### config.mk
export PLATFORM = sky130hd
export DESIGN_NAME = dcc_chain
export DESIGN_NICKNAME = d
export VERILOG_FILES = /design/src/verilog/dcc_pkg.sv /design/src/verilog/dcc_axil_slave.sv /design/src/verilog/dcc_chain.sv
export VERILOG_INCLUDE_DIRS = /design/src /design/src/verilog
export SDC_FILE = /design/constraint.sdc
export NUM_CORES = 1
export LEC_CHECK = 0
export BUFFER_PORTS_ARGS = -buffer_cell sky130_fd_sc_hd__buf_2
export CAP_MARGIN = 20
export CORE_MARGIN = 2
export CORE_UTILIZATION = 25
export CTS_BUF_LIST = sky130_fd_sc_hd__clkbuf_2 sky130_fd_sc_hd__clkbuf_4 sky130_fd_sc_hd__clkbuf_8
export DETAILED_ROUTE_END_ITERATION = 8
export SLEW_MARGIN = 0
export SYNTH_ARGS = -nofsm -noshare
export SYNTH_HDL_FRONTEND = slang
export SYNTH_SLANG_ARGS = --single-unit
### constraint.sdc
create_clock -name aclk -period 3.1 [get_ports aclk]
set_input_delay 0.465 -clock aclk [delete_from_list [all_inputs] [get_ports aclk]]
set_output_delay 0.465 -clock aclk [all_outputs]
set_load 0.02 [all_outputs]
### src/verilog/dcc_defines.svh
// constants for the descriptor command and chaining block
`ifndef DCC_DEFINES_SVH
`define DCC_DEFINES_SVH
`define DCC_ADDR_W        44
`define DCC_CMD_LO        3
`define DCC_CMD_HI        4
`define DCC_ETYPE_BIT     1
`define DCC_CMD_CONT      2'h0
`define DCC_CMD_PAUSE     2'h1
`define DCC_CMD_STOP      2'h2
`define DCC_LIN_WORDS     4
`define DCC_LL_WORDS      8
`define DCC_LIN_STEP      44'h00000000010
`define DCC_LL_STEP       44'h00000000020
`define DCC_HI_W          12
`define DCC_W_CTRL        3
`define DCC_W_NXT_LO      4
`define DCC_W_NXT_HI      5
`define DCC_REG_CTRL      8'h00
`define DCC_REG_START_LO  8'h04
`define DCC_REG_START_HI  8'h08
`define DCC_REG_STATUS    8'h0c
`define DCC_REG_CUR_LO    8'h10
`define DCC_REG_CUR_HI    8'h14
`define DCC_CTRL_EN       0
`define DCC_CTRL_RESUME   1
`define DCC_CTRL_READSIDE 2
`define DCC_CTRL_NEWLOC   3
`define DCC_AXI_OKAY      2'h0
`define DCC_AXI_SLVERR    2'h2
`endif

### src/verilog/dcc_pkg.sv
// types for the descriptor command and chaining block
package dcc_pkg;
    typedef enum logic [2:0] {
        DCC_IDLE,
        DCC_FETCH,
        DCC_XFER,
        DCC_DECIDE,
        DCC_PAUSED
    } dcc_state_t;

    typedef struct packed {
        logic        valid;
        logic [43:0] addr;
        logic [2:0]  index;
    } dcc_fetch_req_t;

    typedef struct packed {
        logic        valid;
        logic [2:0]  index;
        logic [31:0] data;
    } dcc_fetch_word_t;
endpackage

### src/verilog/dcc_axil_slave.sv
// axi4-lite register slave for the chaining block
`timescale 1ns/1ps
`include "dcc_defines.svh"
module dcc_axil_slave
(
    input  wire logic        aclk,
    input  wire logic        aresetn,
    input  wire logic [7:0]  s_axi_awaddr,
    input  wire logic        s_axi_awvalid,
    output logic             s_axi_awready,
    input  wire logic [31:0] s_axi_wdata,
    input  wire logic [3:0]  s_axi_wstrb,
    input  wire logic        s_axi_wvalid,
    output logic             s_axi_wready,
    output logic [1:0]       s_axi_bresp,
    output logic             s_axi_bvalid,
    input  wire logic        s_axi_bready,
    input  wire logic [7:0]  s_axi_araddr,
    input  wire logic        s_axi_arvalid,
    output logic             s_axi_arready,
    output logic [31:0]      s_axi_rdata,
    output logic [1:0]       s_axi_rresp,
    output logic             s_axi_rvalid,
    input  wire logic        s_axi_rready,
    output logic             wr_pulse,
    output logic [7:0]       wr_addr,
    output logic [31:0]      wr_data,
    output logic [3:0]       wr_strb,
    output logic [7:0]       rd_addr,
    input  wire logic [31:0] rd_data,
    input  wire logic        rd_hit
);
    typedef struct packed {
        logic        aw_have;
        logic [7:0]  aw;
        logic        w_have;
        logic [31:0] w;
        logic [3:0]  s;
        logic        bv;
        logic        rv;
        logic [31:0] rd;
        logic [1:0]  rr;
    } dcc_axs_t;
    dcc_axs_t st_reg;
    dcc_axs_t st_next;

    assign s_axi_awready = !st_reg.aw_have && !st_reg.bv;
    assign s_axi_wready  = !st_reg.w_have && !st_reg.bv;
    assign s_axi_bvalid  = st_reg.bv;
    assign s_axi_bresp   = `DCC_AXI_OKAY;
    assign s_axi_arready = !st_reg.rv;
    assign s_axi_rvalid  = st_reg.rv;
    assign s_axi_rdata   = st_reg.rd;
    assign s_axi_rresp   = st_reg.rr;
    assign wr_pulse      = st_reg.aw_have && st_reg.w_have && !st_reg.bv;
    assign wr_addr       = st_reg.aw;
    assign wr_data       = st_reg.w;
    assign wr_strb       = st_reg.s;
    assign rd_addr       = s_axi_araddr;

    always_comb
    begin
        st_next = st_reg;
        if (s_axi_awvalid && s_axi_awready)
        begin
            st_next.aw_have = 1'b1;
            st_next.aw      = s_axi_awaddr;
        end
        if (s_axi_wvalid && s_axi_wready)
        begin
            st_next.w_have = 1'b1;
            st_next.w      = s_axi_wdata;
            st_next.s      = s_axi_wstrb;
        end
        // address and data may come in either order; answer once both are held
        if (wr_pulse)
        begin
            st_next.bv      = 1'b1;
            st_next.aw_have = 1'b0;
            st_next.w_have  = 1'b0;
        end
        if (st_reg.bv && s_axi_bready)
            st_next.bv = 1'b0;
        if (s_axi_arvalid && s_axi_arready)
        begin
            st_next.rv = 1'b1;
            st_next.rd = rd_hit ? rd_data : 32'h00000000;
            st_next.rr = rd_hit ? `DCC_AXI_OKAY : `DCC_AXI_SLVERR;
        end
        else if (st_reg.rv && s_axi_rready)
            st_next.rv = 1'b0;
    end

    always_ff @(posedge aclk)
    begin
        if (!aresetn)
            st_reg <= '0;
        else
            st_reg <= st_next;
    end
endmodule

### src/verilog/dcc_chain.sv
// descriptor command decode and next-descriptor chaining for one dma queue
`timescale 1ns/1ps
`include "dcc_defines.svh"
// Summary of operation
// command field bits 4:3 of word 3 decoded only on read-side descriptors
// command 00 continues to fetch and process the following descriptor
// software ensures the next descriptor is valid before marking continue
// command 01 finishes the descriptor then pauses, keeping channel state
// resume continues where stopped, or from a new software-given location
// command 10 completes the payload then goes idle, dropping channel state
// after stop, software must rerun the full enable sequence
// bits 31:5 of word 3 are reserved and steer nothing
// linked-list next address low 32 bits come from word 4
// next address upper 12 bits come from word 5 bits 11:0, rest ignored
// words 4 to 7 are read only for linked-list descriptors
// element-type bit 1 selects 128-bit linear or 256-bit linked-list descriptor
// linear descriptors chain to the current address plus sixteen bytes
module dcc_chain
(
    input  wire logic                    aclk,
    input  wire logic                    aresetn,
    input  wire logic [7:0]              s_axi_awaddr,
    input  wire logic                    s_axi_awvalid,
    output logic                         s_axi_awready,
    input  wire logic [31:0]             s_axi_wdata,
    input  wire logic [3:0]              s_axi_wstrb,
    input  wire logic                    s_axi_wvalid,
    output logic                         s_axi_wready,
    output logic [1:0]                   s_axi_bresp,
    output logic                         s_axi_bvalid,
    input  wire logic                    s_axi_bready,
    input  wire logic [7:0]              s_axi_araddr,
    input  wire logic                    s_axi_arvalid,
    output logic                         s_axi_arready,
    output logic [31:0]                  s_axi_rdata,
    output logic [1:0]                   s_axi_rresp,
    output logic                         s_axi_rvalid,
    input  wire logic                    s_axi_rready,
    output dcc_pkg::dcc_fetch_req_t      fetch_req,
    input  wire logic                    fetch_ready,
    input  wire dcc_pkg::dcc_fetch_word_t fetch_word,
    output logic                         xfer_start,
    input  wire logic                    xfer_done,
    output logic                         chan_idle,
    output logic                         chan_paused
);
    import dcc_pkg::*;

    ////////////////////////////////////////////////////////////////////////////
    typedef struct packed {
        dcc_state_t  state;
        logic        en;
        logic        read_side;
        logic        newloc;
        logic [43:0] start;
        logic [43:0] cur;
        logic [43:0] nxt;
        logic [2:0]  issued;
        logic [2:0]  got;
        logic [2:0]  words;
        logic [1:0]  cmd;
        logic        linked;
        logic        req_v;
        logic        xs;
    } dcc_st_t;
    dcc_st_t st_reg;
    dcc_st_t st_next;

    logic        wr_pulse;
    logic [7:0]  wr_addr;
    logic [31:0] wr_data;
    logic [3:0]  wr_strb;
    logic [7:0]  rd_addr;
    logic [31:0] rd_data;
    logic        rd_hit;
    logic        ctrl_wr;

    dcc_axil_slave u_regs
    (
        .aclk          (aclk),
        .aresetn       (aresetn),
        .s_axi_awaddr  (s_axi_awaddr),
        .s_axi_awvalid (s_axi_awvalid),
        .s_axi_awready (s_axi_awready),
        .s_axi_wdata   (s_axi_wdata),
        .s_axi_wstrb   (s_axi_wstrb),
        .s_axi_wvalid  (s_axi_wvalid),
        .s_axi_wready  (s_axi_wready),
        .s_axi_bresp   (s_axi_bresp),
        .s_axi_bvalid  (s_axi_bvalid),
        .s_axi_bready  (s_axi_bready),
        .s_axi_araddr  (s_axi_araddr),
        .s_axi_arvalid (s_axi_arvalid),
        .s_axi_arready (s_axi_arready),
        .s_axi_rdata   (s_axi_rdata),
        .s_axi_rresp   (s_axi_rresp),
        .s_axi_rvalid  (s_axi_rvalid),
        .s_axi_rready  (s_axi_rready),
        .wr_pulse      (wr_pulse),
        .wr_addr       (wr_addr),
        .wr_data       (wr_data),
        .wr_strb       (wr_strb),
        .rd_addr       (rd_addr),
        .rd_data       (rd_data),
        .rd_hit        (rd_hit)
    );

    ////////////////////////////////////////////////////////////////////////////
    // read mux
    always_comb
    begin
        rd_hit  = 1'b1;
        rd_data = 32'h00000000;
        case (rd_addr)
            `DCC_REG_CTRL:     rd_data = {28'h0000000, st_reg.newloc, st_reg.read_side,
                                          1'b0, st_reg.en};
            `DCC_REG_START_LO: rd_data = st_reg.start[31:0];
            `DCC_REG_START_HI: rd_data = {20'h00000, st_reg.start[43:32]};
            `DCC_REG_STATUS:   rd_data = {27'h0000000, st_reg.cmd, st_reg.linked,
                                          chan_paused, chan_idle};
            `DCC_REG_CUR_LO:   rd_data = st_reg.cur[31:0];
            `DCC_REG_CUR_HI:   rd_data = {20'h00000, st_reg.cur[43:32]};
            default:           rd_hit  = 1'b0;
        endcase
    end

    assign fetch_req.valid = st_reg.req_v;
    assign fetch_req.addr  = st_reg.cur + {39'h0, st_reg.issued, 2'h0};
    assign fetch_req.index = st_reg.issued;
    assign xfer_start      = st_reg.xs;
    assign chan_idle       = (st_reg.state == DCC_IDLE);
    assign chan_paused     = (st_reg.state == DCC_PAUSED);
    // byte lane 0 off leaves control untouched, so it cannot start or resume either
    assign ctrl_wr         = wr_pulse && wr_strb[0] && (wr_addr == `DCC_REG_CTRL);

    ////////////////////////////////////////////////////////////////////////////
    always_comb
    begin
        st_next    = st_reg;
        st_next.xs = 1'b0;
        if (wr_pulse && wr_strb[0])
        begin
            case (wr_addr)
                `DCC_REG_CTRL:
                begin
                    st_next.en        = wr_data[`DCC_CTRL_EN];
                    st_next.read_side = wr_data[`DCC_CTRL_READSIDE];
                    st_next.newloc    = wr_data[`DCC_CTRL_NEWLOC];
                end
                `DCC_REG_START_LO: st_next.start[31:0]  = wr_data;
                `DCC_REG_START_HI: st_next.start[43:32] = wr_data[11:0];
                default: ;
            endcase
        end
        case (st_reg.state)
            DCC_IDLE:
            begin
                // a fresh enable is the only way out of idle
                if (ctrl_wr && wr_data[`DCC_CTRL_EN])
                begin
                    st_next.state  = DCC_FETCH;
                    st_next.cur    = st_reg.start;
                    st_next.issued = 3'h0;
                    st_next.got    = 3'h0;
                    st_next.words  = 3'(`DCC_LIN_WORDS - 1);
                    st_next.req_v  = 1'b1;
                end
            end
            DCC_FETCH:
            begin
                if (st_reg.req_v && fetch_ready)
                begin
                    st_next.issued = st_reg.issued + 3'h1;
                    if (st_reg.issued == st_reg.words)
                        st_next.req_v = 1'b0;
                end
                if (fetch_word.valid)
                begin
                    st_next.got = st_reg.got + 3'h1;
                    if (fetch_word.index == 3'(`DCC_W_CTRL))
                    begin
                        // only bits 4:3 and 1 are looked at; 31:5 are reserved
                        st_next.linked = fetch_word.data[`DCC_ETYPE_BIT];
                        // write-side descriptors always behave as continue
                        st_next.cmd = st_reg.read_side ?
                                      fetch_word.data[`DCC_CMD_HI:`DCC_CMD_LO] :
                                      `DCC_CMD_CONT;
                        // widen the fetch to eight words for linked-list only
                        if (fetch_word.data[`DCC_ETYPE_BIT])
                        begin
                            st_next.words = 3'(`DCC_LL_WORDS - 1);
                            st_next.req_v = 1'b1;
                        end
                        st_next.nxt = st_reg.cur + `DCC_LIN_STEP;
                    end
                    if (fetch_word.index == 3'(`DCC_W_NXT_LO))
                        st_next.nxt[31:0] = fetch_word.data;
                    if (fetch_word.index == 3'(`DCC_W_NXT_HI))
                        st_next.nxt[43:32] = fetch_word.data[`DCC_HI_W-1:0];
                    if (st_reg.got == st_next.words && !(fetch_word.index ==
                        3'(`DCC_W_CTRL) && fetch_word.data[`DCC_ETYPE_BIT]))
                    begin
                        st_next.state = DCC_XFER;
                        st_next.xs    = 1'b1;
                    end
                end
            end
            DCC_XFER:
            begin
                if (xfer_done)
                    st_next.state = DCC_DECIDE;
            end
            DCC_DECIDE:
            begin
                st_next.issued = 3'h0;
                st_next.got    = 3'h0;
                st_next.words  = 3'(`DCC_LIN_WORDS - 1);
                st_next.cur    = st_reg.nxt;
                case (st_reg.cmd)
                    `DCC_CMD_PAUSE: st_next.state = DCC_PAUSED;
                    `DCC_CMD_STOP:
                    begin
                        // state is dropped; next start needs enable again
                        st_next.state = DCC_IDLE;
                        st_next.en    = 1'b0;
                        st_next.cur   = '0;
                        st_next.nxt   = '0;
                    end
                    default:
                    begin
                        st_next.state = DCC_FETCH;
                        st_next.req_v = 1'b1;
                    end
                endcase
            end
            DCC_PAUSED:
            begin
                if (ctrl_wr && wr_data[`DCC_CTRL_RESUME])
                begin
                    // resume picks up the kept pointer unless a new one is given
                    st_next.cur    = wr_data[`DCC_CTRL_NEWLOC] ? st_reg.start : st_reg.cur;
                    st_next.state  = DCC_FETCH;
                    st_next.req_v  = 1'b1;
                    st_next.newloc = 1'b0;
                end
                else if (ctrl_wr && !wr_data[`DCC_CTRL_EN])
                begin
                    st_next.state = DCC_IDLE;
                end
            end
            default: st_next.state = DCC_IDLE;
        endcase
    end

    always_ff @(posedge aclk)
    begin
        if (!aresetn)
        begin
            st_reg       <= '0;
            st_reg.state <= DCC_IDLE;
        end
        else
            st_reg <= st_next;
    end
endmodule

# Word level (Yosys, flattened, before mapping)
# Index checks and enable logic that the tools add are counted.
# word_totals
regBits,231
inputBits,97
out_inout_bits,92
elab_cells,157
# classes
add_sub_neg,4
eq_ne,31
mux,49
bitwise,1
reduce_logical,47
# ops
op,count
44-bit 2-to-1 mux,5
32-bit one-hot mux with 6 select lines,1
44-bit one-hot mux with 3 select lines,1
32-bit 2-to-1 mux,3
88-bit 2-to-1 mux,1
44-bit one-hot mux with 2 select lines,1
47-bit 2-to-1 mux,1
44-bit by 5-bit adder with 44-bit output,1
44-bit by 5-bit adder with 44-bit output (second input constant),1
3-bit 2-to-1 mux,9
9-bit one-hot mux with 3 select lines,1
8-bit by 4-bit equality test with 1-bit output (second input constant),3
12-bit 2-to-1 mux,2
7-bit 2-to-1 mux,3
1-bit logical AND,17
8-bit by 3-bit equality test with 1-bit output (second input constant),2
8-bit by 5-bit equality test with 1-bit output (second input constant),2
8-bit logical NOT,2
4-bit AND reduction,4
3-bit one-hot mux with 5 select lines,1
1-bit 2-to-1 mux,14
3-bit AND reduction,4
11-bit 2-to-1 mux,1
2-bit inequality test (second input constant),5
other kinds (24),47

# Logic depth before layout (Yosys ltp)
# Gate-level depths: netlist (run 1).
# depth
depth_word,12
ltp_mapped,8
mapped_depth_nobuf,7

# Modules after synthesis
# A second synthesis (run 1) with hierarchy kept.
# hier_totals
cells_unflattened,1630
area_unflattened_um2,12776.0
# by_module_without_submodules
module,instances,cells_per_inst,area_each_um2,seq_area_each_um2
dcc_chain,1,1178,9082.5,3042.9
dcc_axil_slave,1,452,3693.5,1621.6

# Worst setup path before layout (run 1)
# OpenSTA, ideal clock, no wires.
# synth_path
path_kind,reg2out
from,"register st_reg, in the netlist fetch_req[0]"
to,output port fetch_req[39] in the netlist's numbering
arrival_ps,2086
required_time_ps,2635
setup_slack_ps,549
stages_incl_launch_ff,8
cell_sequence,dfxtp_1 -> ha_1 -> fa_1 -> a21o_1 -> nor3b_2 -> nand3_1 -> nor3_1 -> xor2_1
# synth_rtl
item,line_no,text
from (decl),dcc_chain.sv:66,dcc_st_t st_reg;
from (signal assigned),dcc_chain.sv:263,st_reg <= st_next;
to (decl),dcc_chain.sv:39,"output dcc_pkg::dcc_fetch_req_t fetch_req,"

==> results of run 1 <==
==> power groups by stage <==
stage | Sequential (mW) | Clock [mW] | Combinational, mW
finish | 3.04 | 3.00 | 0.332
CTS | 3.04 | 3.06 | 0.335
global placement | 3.10 | 0 | 0.327
detailed placement | 3.10 | 0 | 0.333
global route | 3.04 | 3.19 | 0.363
floorplan | 3.08 | 0 | 0.194
==> area by class of cell <==
cell class              instances  area (µm²)  share of cell area [%]
inverters                      17        66.3                   0.459
clock buffers                  61         764                    5.29
multi-input cells            1050        6600                    45.7
diodes                          5        12.5                  0.0866
clock inverters                 7        85.1                   0.589
well taps                     607         759                    5.26
flip-flops and latches        230        4630                    32.0
repair buffers                249        1530                    10.6
==> per-layer routing <==
metal | vias to the layer above | wire length [µm] | GRT usage, %
met5 | - | 29 | 0
met2 | 511 | 20800 | 28.6
met1 | 5558 | 19100 | 22.0
met3 | 107 | 3090 | 3.86
li1 | 5399 | - | -
met4 | 4 | 1840 | 8.06
==> Yosys cell counts (3+ instances only) <==
master | count | share of area, %
nor2_1 | 161 | 5.1
a21o_1 | 14 | 0.88
a211oi_1 | 46 | 2.9
nand2b_1 | 10 | 0.53
and2_1 | 7 | 0.37
a32oi_1 | 7 | 0.52
dfxtp_1 | 230 | 39
or3_1 | 6 | 0.32
o21ai_1 | 26 | 1.1
o21ai_0 | 23 | 0.97
clkbuf_1 | 96 | 3.0
a22o_1 | 10 | 0.74
ha_1 | 8 | 0.84
xnor2_1 | 24 | 1.8
buf_4 | 42 | 2.7
o22ai_1 | 7 | 0.37
inv_1 | 15 | 0.47
a21oi_1 | 106 | 4.5
a22oi_1 | 51 | 3.2
nor3_2 | 3 | 0.25
buf_2 | 35 | 1.5
o21a_1 | 3 | 0.19
nor4_1 | 17 | 0.89
a31oi_1 | 11 | 0.58
nor3_1 | 19 | 0.80
nand3_1 | 31 | 1.3
nor3b_1 | 7 | 0.44
nand2_1 | 179 | 5.7
xor2_1 | 53 | 3.9
a2bb2oi_1 | 25 | 1.8
nand4_1 | 31 | 1.6
mux2i_1 | 55 | 4.6
a221oi_1 | 4 | 0.29
and3_1 | 54 | 2.8
nor2b_1 | 4 | 0.21
nand3b_1 | 5 | 0.32
==> logic make-up (layout without fill, tap and decap cells) <==
kind of cell	count (synthesis)	after routing	synth area share, %
xor gates and xnor gates	77	77	5.67
muxes	56	56	4.73
and+or+nand+nor	556	556	22.6
buffers and inverters	194	334	7.95
adders and majority gates	9	9	1.01
DFF	230	230	38.7
AOI/OAI and AO/OA	349	349	19.3
other	1	8	0.0316
==> worst max-delay path: stages, from the launching register on <==
cell	delay, ns
dfxtp_1	0.57
nand4_1	0.36
nor4_1	0.54
nand3_1	0.21
xnor2_2	0.21
buf_2	0.20
==> worst paths after layout <==
path / from / slack [ns] / end / cells after the start
worst min register to register: st_reg[25] / 0.44 / st_reg[25] / 2
worst max register to register: st_reg[62] / 0.57 / st_reg[52] / 7
worst min-delay path: s_axi_wdata[15] / 0.14 / u_regs.wr_data[15] / 3
worst max-delay path: st_reg[81] / -0.01 / fetch_req[40] / 5
==> through the flow <==
stage               cell area (µm²)  std cells  TNS [ns]
floorplan                     11900       1474         0
global placement              13200       2146         0
detailed placement            13200       2146         0
CTS                           14300       2218   -0.0156
global route                  14400       2225    -0.139
finish                        14400       2226  -0.00957
==> what timing repair did <==
item | 4_1_cts | 5_1_grt
setup endpoints to repair | 28 | 21
setup buffers | 4 | 3
resized for setup | 48 | 21
pin swaps | 11 | 7
hold buffers | 0 | 0
==> impl_results.rst, run 1 <==
.. list-table::
   :header-rows: 1

   * - Metric
     - Value
   * - Status
     - complete, but fails checks
   * - Violations in the final reports
     - negative setup slack
   * - Maximum level of the CTS H-tree
     - 2
   * - Final-stage net count
     - 1693
   * - Arrival time reported for the critical path endpoint
     - 2.64 ns
   * - Number of antenna violations at the first check in global routing
     - 7
   * - Wire length of the first global-routing pass
     - 67700 µm
   * - Launching element type of the critical path
     - flip-flop
   * - Fillers
     - 4934
   * - Post-Route WL
     - 44900 µm
   * - Worst-case headroom to the max-slew limit
     - 54.8%
   * - Setup slack of the critical path after layout
     - -0.00957 ns
   * - Worst Setup Path Type
     - flip-flop to primary output
   * - Final core utilization
     - 30.9%
   * - Remaining antenna violation count
     - 0
   * - Die Width
     - 222 µm
   * - Vias in the first global route
     - 11200
   * - Share of flip-flops with an asynchronous set or reset after synthesis
     - 0%
   * - Capturing element type of the critical path
     - primary output
   * - Number of DRC markers after the initial detailed-route iteration
     - 984
   * - Primary flip-flop cell chosen by synthesis mapping
     - dfxtp_1
   * - Total DRC errors in the routed layout
     - 0
   * - Crit-path max FO
     - 9
   * - Number of placement rows
     - 79
   * - Worst-Skew Late Latency
     - 0.56 ns
   * - Worst Max-Slew Pin Slew
     - 0.675 ns
   * - Detailed-route wire length per cell
     - 20.2 µm
   * - Number of flip-flops under the largest register name
     - 147
   * - Number of top-level pins
     - 189
   * - CTS Sinks
     - 230
   * - Largest net degree at the start of global routing
     - 89
   * - Summed instance area of the synthesized netlist
     - 0.0119 mm²
   * - Most common cell after layout, fill and taps aside
     - dfxtp_1
   * - Leftover overflow at the end of global routing
     - 0
   * - Power share of the combinational group
     - 5.2%
   * - Die area
     - 0.0493 mm²
   * - Clock transition at the register clock pins on the worst setup and hold paths after CTS
     - 0.06 ns
   * - Count of pins over their slew limit
     - 0
   * - Highest-count cells in the layout ignoring fill and taps
     - dfxtp_1 (215), nand2_1 (178), buf_2 (170), nor2_1 (160), a21oi_1 (106)
   * - Final period utilization
     - 100%
   * - Setup repair after global routing missed its margin
     - true
   * - Vertical die dimension
     - 222 µm
   * - Setup violators final
     - 1
   * - Hold/Removal Path Class
     - input port to flip-flop
   * - Post-synth EDFFs
     - 0
   * - Initial Utilization
     - 25.4%
   * - Input/output buffers
     - 182
   * - Setup clock skew after layout
     - 0.0211 ns
   * - Average size of a mapped cell
     - 8.07 µm²
   * - DPL Wire Length
     - 32400 µm
   * - Global placer's final weighted congestion
     - 0.908
   * - P&R area growth vs syn
     - 21.5%
   * - Proportion of synthesized chip area in sequential cells
     - 38.7%
   * - Total of max-cap violations
     - 0
   * - #FFs+latches synth
     - 230
   * - Number of buffers between clock root and the deepest sink
     - 3
   * - Power per standard cell area
     - 441 mW/mm²
   * - Leakage power figure
     - 5.69 nW
   * - Worst slack, placed
     - 0.291 ns
   * - Net switching power figure
     - 1.53 mW
   * - CTS tree
     - done
   * - Count of endpoints failing hold in the final timing report
     - 0
   * - Number of distinct library cells after synthesis
     - 70
   * - Total internal power
     - 4.84 mW
   * - Maximum clock frequency
     - 322 MHz
   * - Routed vias/inst
     - 5.20
   * - Fraction of final layout cells sized beyond drive strength 1
     - 23.6%
   * - Core box area
     - 0.0468 mm²
   * - CTS root buffer
     - clkbuf_8
   * - Switching power share of the total
     - 24.0%
   * - Worst EP required
     - 2.63 ns
   * - Yosys Warn Count
     - 0
   * - Reg power frac
     - 47.7%
   * - Combined global-route utilization of all metal layers
     - 17.5%
   * - Peak supply drop
     - 194 µV
   * - Overall power
     - 6.37 mW
   * - Hold Worst Slack
     - 0.143 ns
   * - Pre-antenna DRT Iters
     - 5
   * - Clock period minus final worst setup slack
     - 3.11 ns
   * - CTS buffer count
     - 39
   * - Instance count of the mapped netlist
     - 1472
   * - Vias post-DR
     - 11600
   * - Clock network power share
     - 47.1%
Note: power is estimated with default switching activity, not from simulation.
==> run 2, diff against run 1 <==
==> constraint.sdc (replaced) <==
create_clock -name aclk -period 2.9 [get_ports aclk]
set_input_delay 0.435 -clock aclk [delete_from_list [all_inputs] [get_ports aclk]]
set_output_delay 0.435 -clock aclk [all_outputs]
set_load 0.02 [all_outputs]
==> impl_results.rst, run 2 (synthesized netlist as in run 1, its figures left out) <==
.. list-table::
   :header-rows: 1

   * - Metric
     - Value
   * - Remaining antenna violation count
     - 0 (unchanged)
   * - Worst slack, placed
     - 0.226 ns (was 0.291 ns)
   * - Sequential standard cell area
     - 0.00463 mm² (about the same)
   * - Leftover overflow at the end of global routing
     - 0 (unchanged)
   * - Fraction of final layout cells sized beyond drive strength 1
     - 26.9% (was 23.6%)
   * - P&R area growth vs syn
     - 25.4% (was 21.5%)
   * - Maximum clock frequency
     - 340 MHz
   * - Number of buffers between clock root and the deepest sink
     - 3 (unchanged)
   * - Setup clock skew after layout
     - 0.0291 ns (was 0.0211 ns)
   * - Die Width
     - 222 µm (unchanged)
   * - Reg power frac
     - 49.0% (was 47.7%)
   * - Total of max-cap violations
     - 0 (unchanged)
   * - Final core utilization
     - 31.9% (was 30.9%)
   * - Worst Setup Path Type
     - flip-flop to primary output (unchanged)
   * - Crit-path max FO
     - 7 (was 9)
   * - Routed vias/inst
     - 5.16 (was 5.20)
   * - Number of top-level pins
     - 189 (unchanged)
   * - Setup violators final
     - 1 (unchanged)
   * - Largest net degree at the start of global routing
     - 89 (unchanged)
   * - Maximum level of the CTS H-tree
     - 2 (unchanged)
   * - Hold Worst Slack
     - 0.107 ns (was 0.143 ns)
   * - Peak supply drop
     - 258 µV (was 194 µV)
   * - CTS root buffer
     - clkbuf_8 (unchanged)
   * - Number of DRC markers after the initial detailed-route iteration
     - 1157 (was 984)
   * - Clock network power share
     - 45.6% (was 47.1%)
   * - Wire length of the first global-routing pass
     - 68100 µm (was 67700 µm)
   * - Vias in the first global route
     - 11100 (was 11200)
   * - Die area
     - 0.0493 mm² (unchanged)
   * - Leakage power figure
     - 6.00 nW (was 5.69 nW)
   * - Setup repair after global routing missed its margin
     - true (unchanged)
   * - Non-filler instance count after layout
     - 2246 (was 2226)
   * - Most common cell after layout, fill and taps aside
     - dfxtp_1 (unchanged)
   * - Worst EP required
     - 2.47 ns (was 2.63 ns)
   * - Crit-path cells
     - ha_4, fa_2, a21o_4, nor3b_4, buf_6, and4_4, nand2_4, xnor2_2, buf_4 (was nand4_1, nor4_1, nand3_1, xnor2_2, buf_2)
   * - Final period utilization
     - 101%
   * - Initial Utilization
     - 25.4% (unchanged)
   * - Total DRC errors in the routed layout
     - 0 (unchanged)
   * - Combined area of the multi-input logic cells
     - 0.00688 mm² (was 0.00660 mm²)
   * - Number of placement rows
     - 79 (unchanged)
   * - Count of pins over their slew limit
     - 0 (unchanged)
   * - Worst Max-Slew Pin Slew
     - 0.650 ns (was 0.675 ns)
   * - Post-route cell area
     - 0.0149 mm² (was 0.0144 mm²)
   * - DPL Wire Length
     - 32300 µm (was 32400 µm)
   * - CTS Sinks
     - 230 (unchanged)
   * - Highest-count cells in the layout ignoring fill and taps
     - dfxtp_1 (214), nand2_1 (173), nor2_1 (153), buf_2 (152), buf_4 (108) (was dfxtp_1 (215), nand2_1 (178), buf_2 (170), nor2_1 (160), a21oi_1 (106))
   * - Violations in the final reports
     - negative setup slack (unchanged)
   * - Number of flip-flops under the largest register name
     - 147 (unchanged)
   * - Power per standard cell area
     - 445 mW/mm² (was 441 mW/mm²)
   * - Hold/Removal Path Class
     - input port to flip-flop (unchanged)
   * - Total internal power
     - 5.00 mW (was 4.84 mW)
   * - Detailed-route wire length per cell
     - 20.2 µm (about the same)
   * - Peak per-stage delay on the critical path
     - 0.35 ns (was 0.57 ns)
   * - Setup slack of the critical path after layout
     - -0.0402 ns (was -0.00957 ns)
   * - Switching power share of the total
     - 24.6% (was 24.0%)
   * - Count of endpoints failing hold in the final timing report
     - 0 (unchanged)
   * - Worst-Skew Late Latency
     - 0.57 ns (was 0.56 ns)
   * - Global placer's final weighted congestion
     - 0.921 (was 0.908)
   * - Launching element type of the critical path
     - flip-flop (unchanged)
   * - Vertical die dimension
     - 222 µm (unchanged)
   * - Highest-delay cell along the critical path
     - dfxtp_4 (was dfxtp_1)
   * - Number of antenna violations at the first check in global routing
     - 6 (was 7)
   * - Vias post-DR
     - 11600 (about the same)
   * - Placed Instances
     - 2164 (was 2146)
   * - Net switching power figure
     - 1.63 mW (was 1.53 mW)
   * - Power share of the combinational group
     - 5.4% (was 5.2%)
   * - Final-stage net count
     - 1716 (was 1693)
   * - Clock transition at the register clock pins on the worst setup and hold paths after CTS
     - 0.07 ns (was 0.06 ns)
   * - CTS tree
     - done (unchanged)
   * - Status
     - complete, but fails checks (unchanged)
   * - Fillers
     - 4895 (was 4934)
   * - CTS buffer count
     - 38 (was 39)
   * - Combined global-route utilization of all metal layers
     - 17.6% (was 17.5%)
   * - Standard cell area after detailed placement
     - 0.0134 mm² (was 0.0132 mm²)
   * - Capturing element type of the critical path
     - primary output (unchanged)
   * - Clock period minus final worst setup slack
     - 2.94 ns
   * - Hold_buf cts
     - 0 (unchanged)
   * - Worst-case headroom to the max-slew limit
     - 56.4% (was 54.8%)
   * - Core box area
     - 0.0468 mm² (unchanged)
   * - Pre-antenna DRT Iters
     - 6 (was 5)
   * - Input/output buffers
     - 182 (unchanged)
   * - Post-Route WL
     - 45300 µm (was 44900 µm)
   * - Arrival time reported for the critical path endpoint
     - 2.51 ns (was 2.64 ns)
-- run 2: cell types whose count changed in the layout (fill, tap and decap cells not counted), sizes merged --
cell and delta:
diode -3, buf +24, clkinv -1, inv +2, bufinv -2
-- run 2: power groups by stage --
stage               combinational [mW]  sequential, mW  clock (mW)
floorplan                        0.207            3.30           0
global placement                 0.354            3.31           0
detailed placement               0.360            3.32           0
CTS                              0.361            3.25        3.10
global route                     0.395            3.25        3.21
finish                           0.360            3.24        3.02
-- run 2: worst paths after layout --
path                          start                 to  slack [ns]  depth (start not counted)
hold / removal      s_axi_awaddr[4]  u_regs.wr_addr[4]        0.11                          3
setup / recovery         st_reg[60]      fetch_req[41]       -0.04                          9
hold reg to reg          st_reg[26]         st_reg[26]        0.44                          2
setup reg to reg  u_regs.st_reg[81]         st_reg[97]        0.55                          6
-- run 2: area by class of cell --
class	instances	area share [%]
diodes	2	0.0336
clock buffers	61	5.13
inverters	17	0.445
repair buffers	273	11.8
flip-flops and latches	230	31.1
clock inverters	6	0.252
multi-input cells	1050	46.1
well taps	607	5.09
-- run 2: repair_timing --
item / 4_1_cts / 5_1_grt
resized for setup: 95 / 50
pin swaps: 23 / 26
buffers inserted: 10 / 3
endpoints found under the setup margin: 34 / 30
-- run 2: worst max-delay path: cells and delay by family (launching register included) --
kind	cells	cell delay, ns
buf+inv	2	0.32
fa+ha+maj	2	0.51
simple gates	3	0.42
flops	1	0.35
compound gates	1	0.24
xor+xnor	1	0.10
-- run 2: through the flow --
stage                     TNS (ns)  total power [mW]
after floorplan                  0              3.50
after global placement           0              3.67
after detailed placement         0              3.68
after CTS                   -0.823              6.70
after global routing        -0.377              6.85
final                      -0.0402              6.63
-- run 2: per-layer routing --
layer	GRT usage (%)	vias up	routed length, µm
met5	0	-	48
met4	6.41	8	1690
met3	3.70	117	3070
met2	28.7	454	20900
met1	22.9	5581	19500
li1	-	5434	-
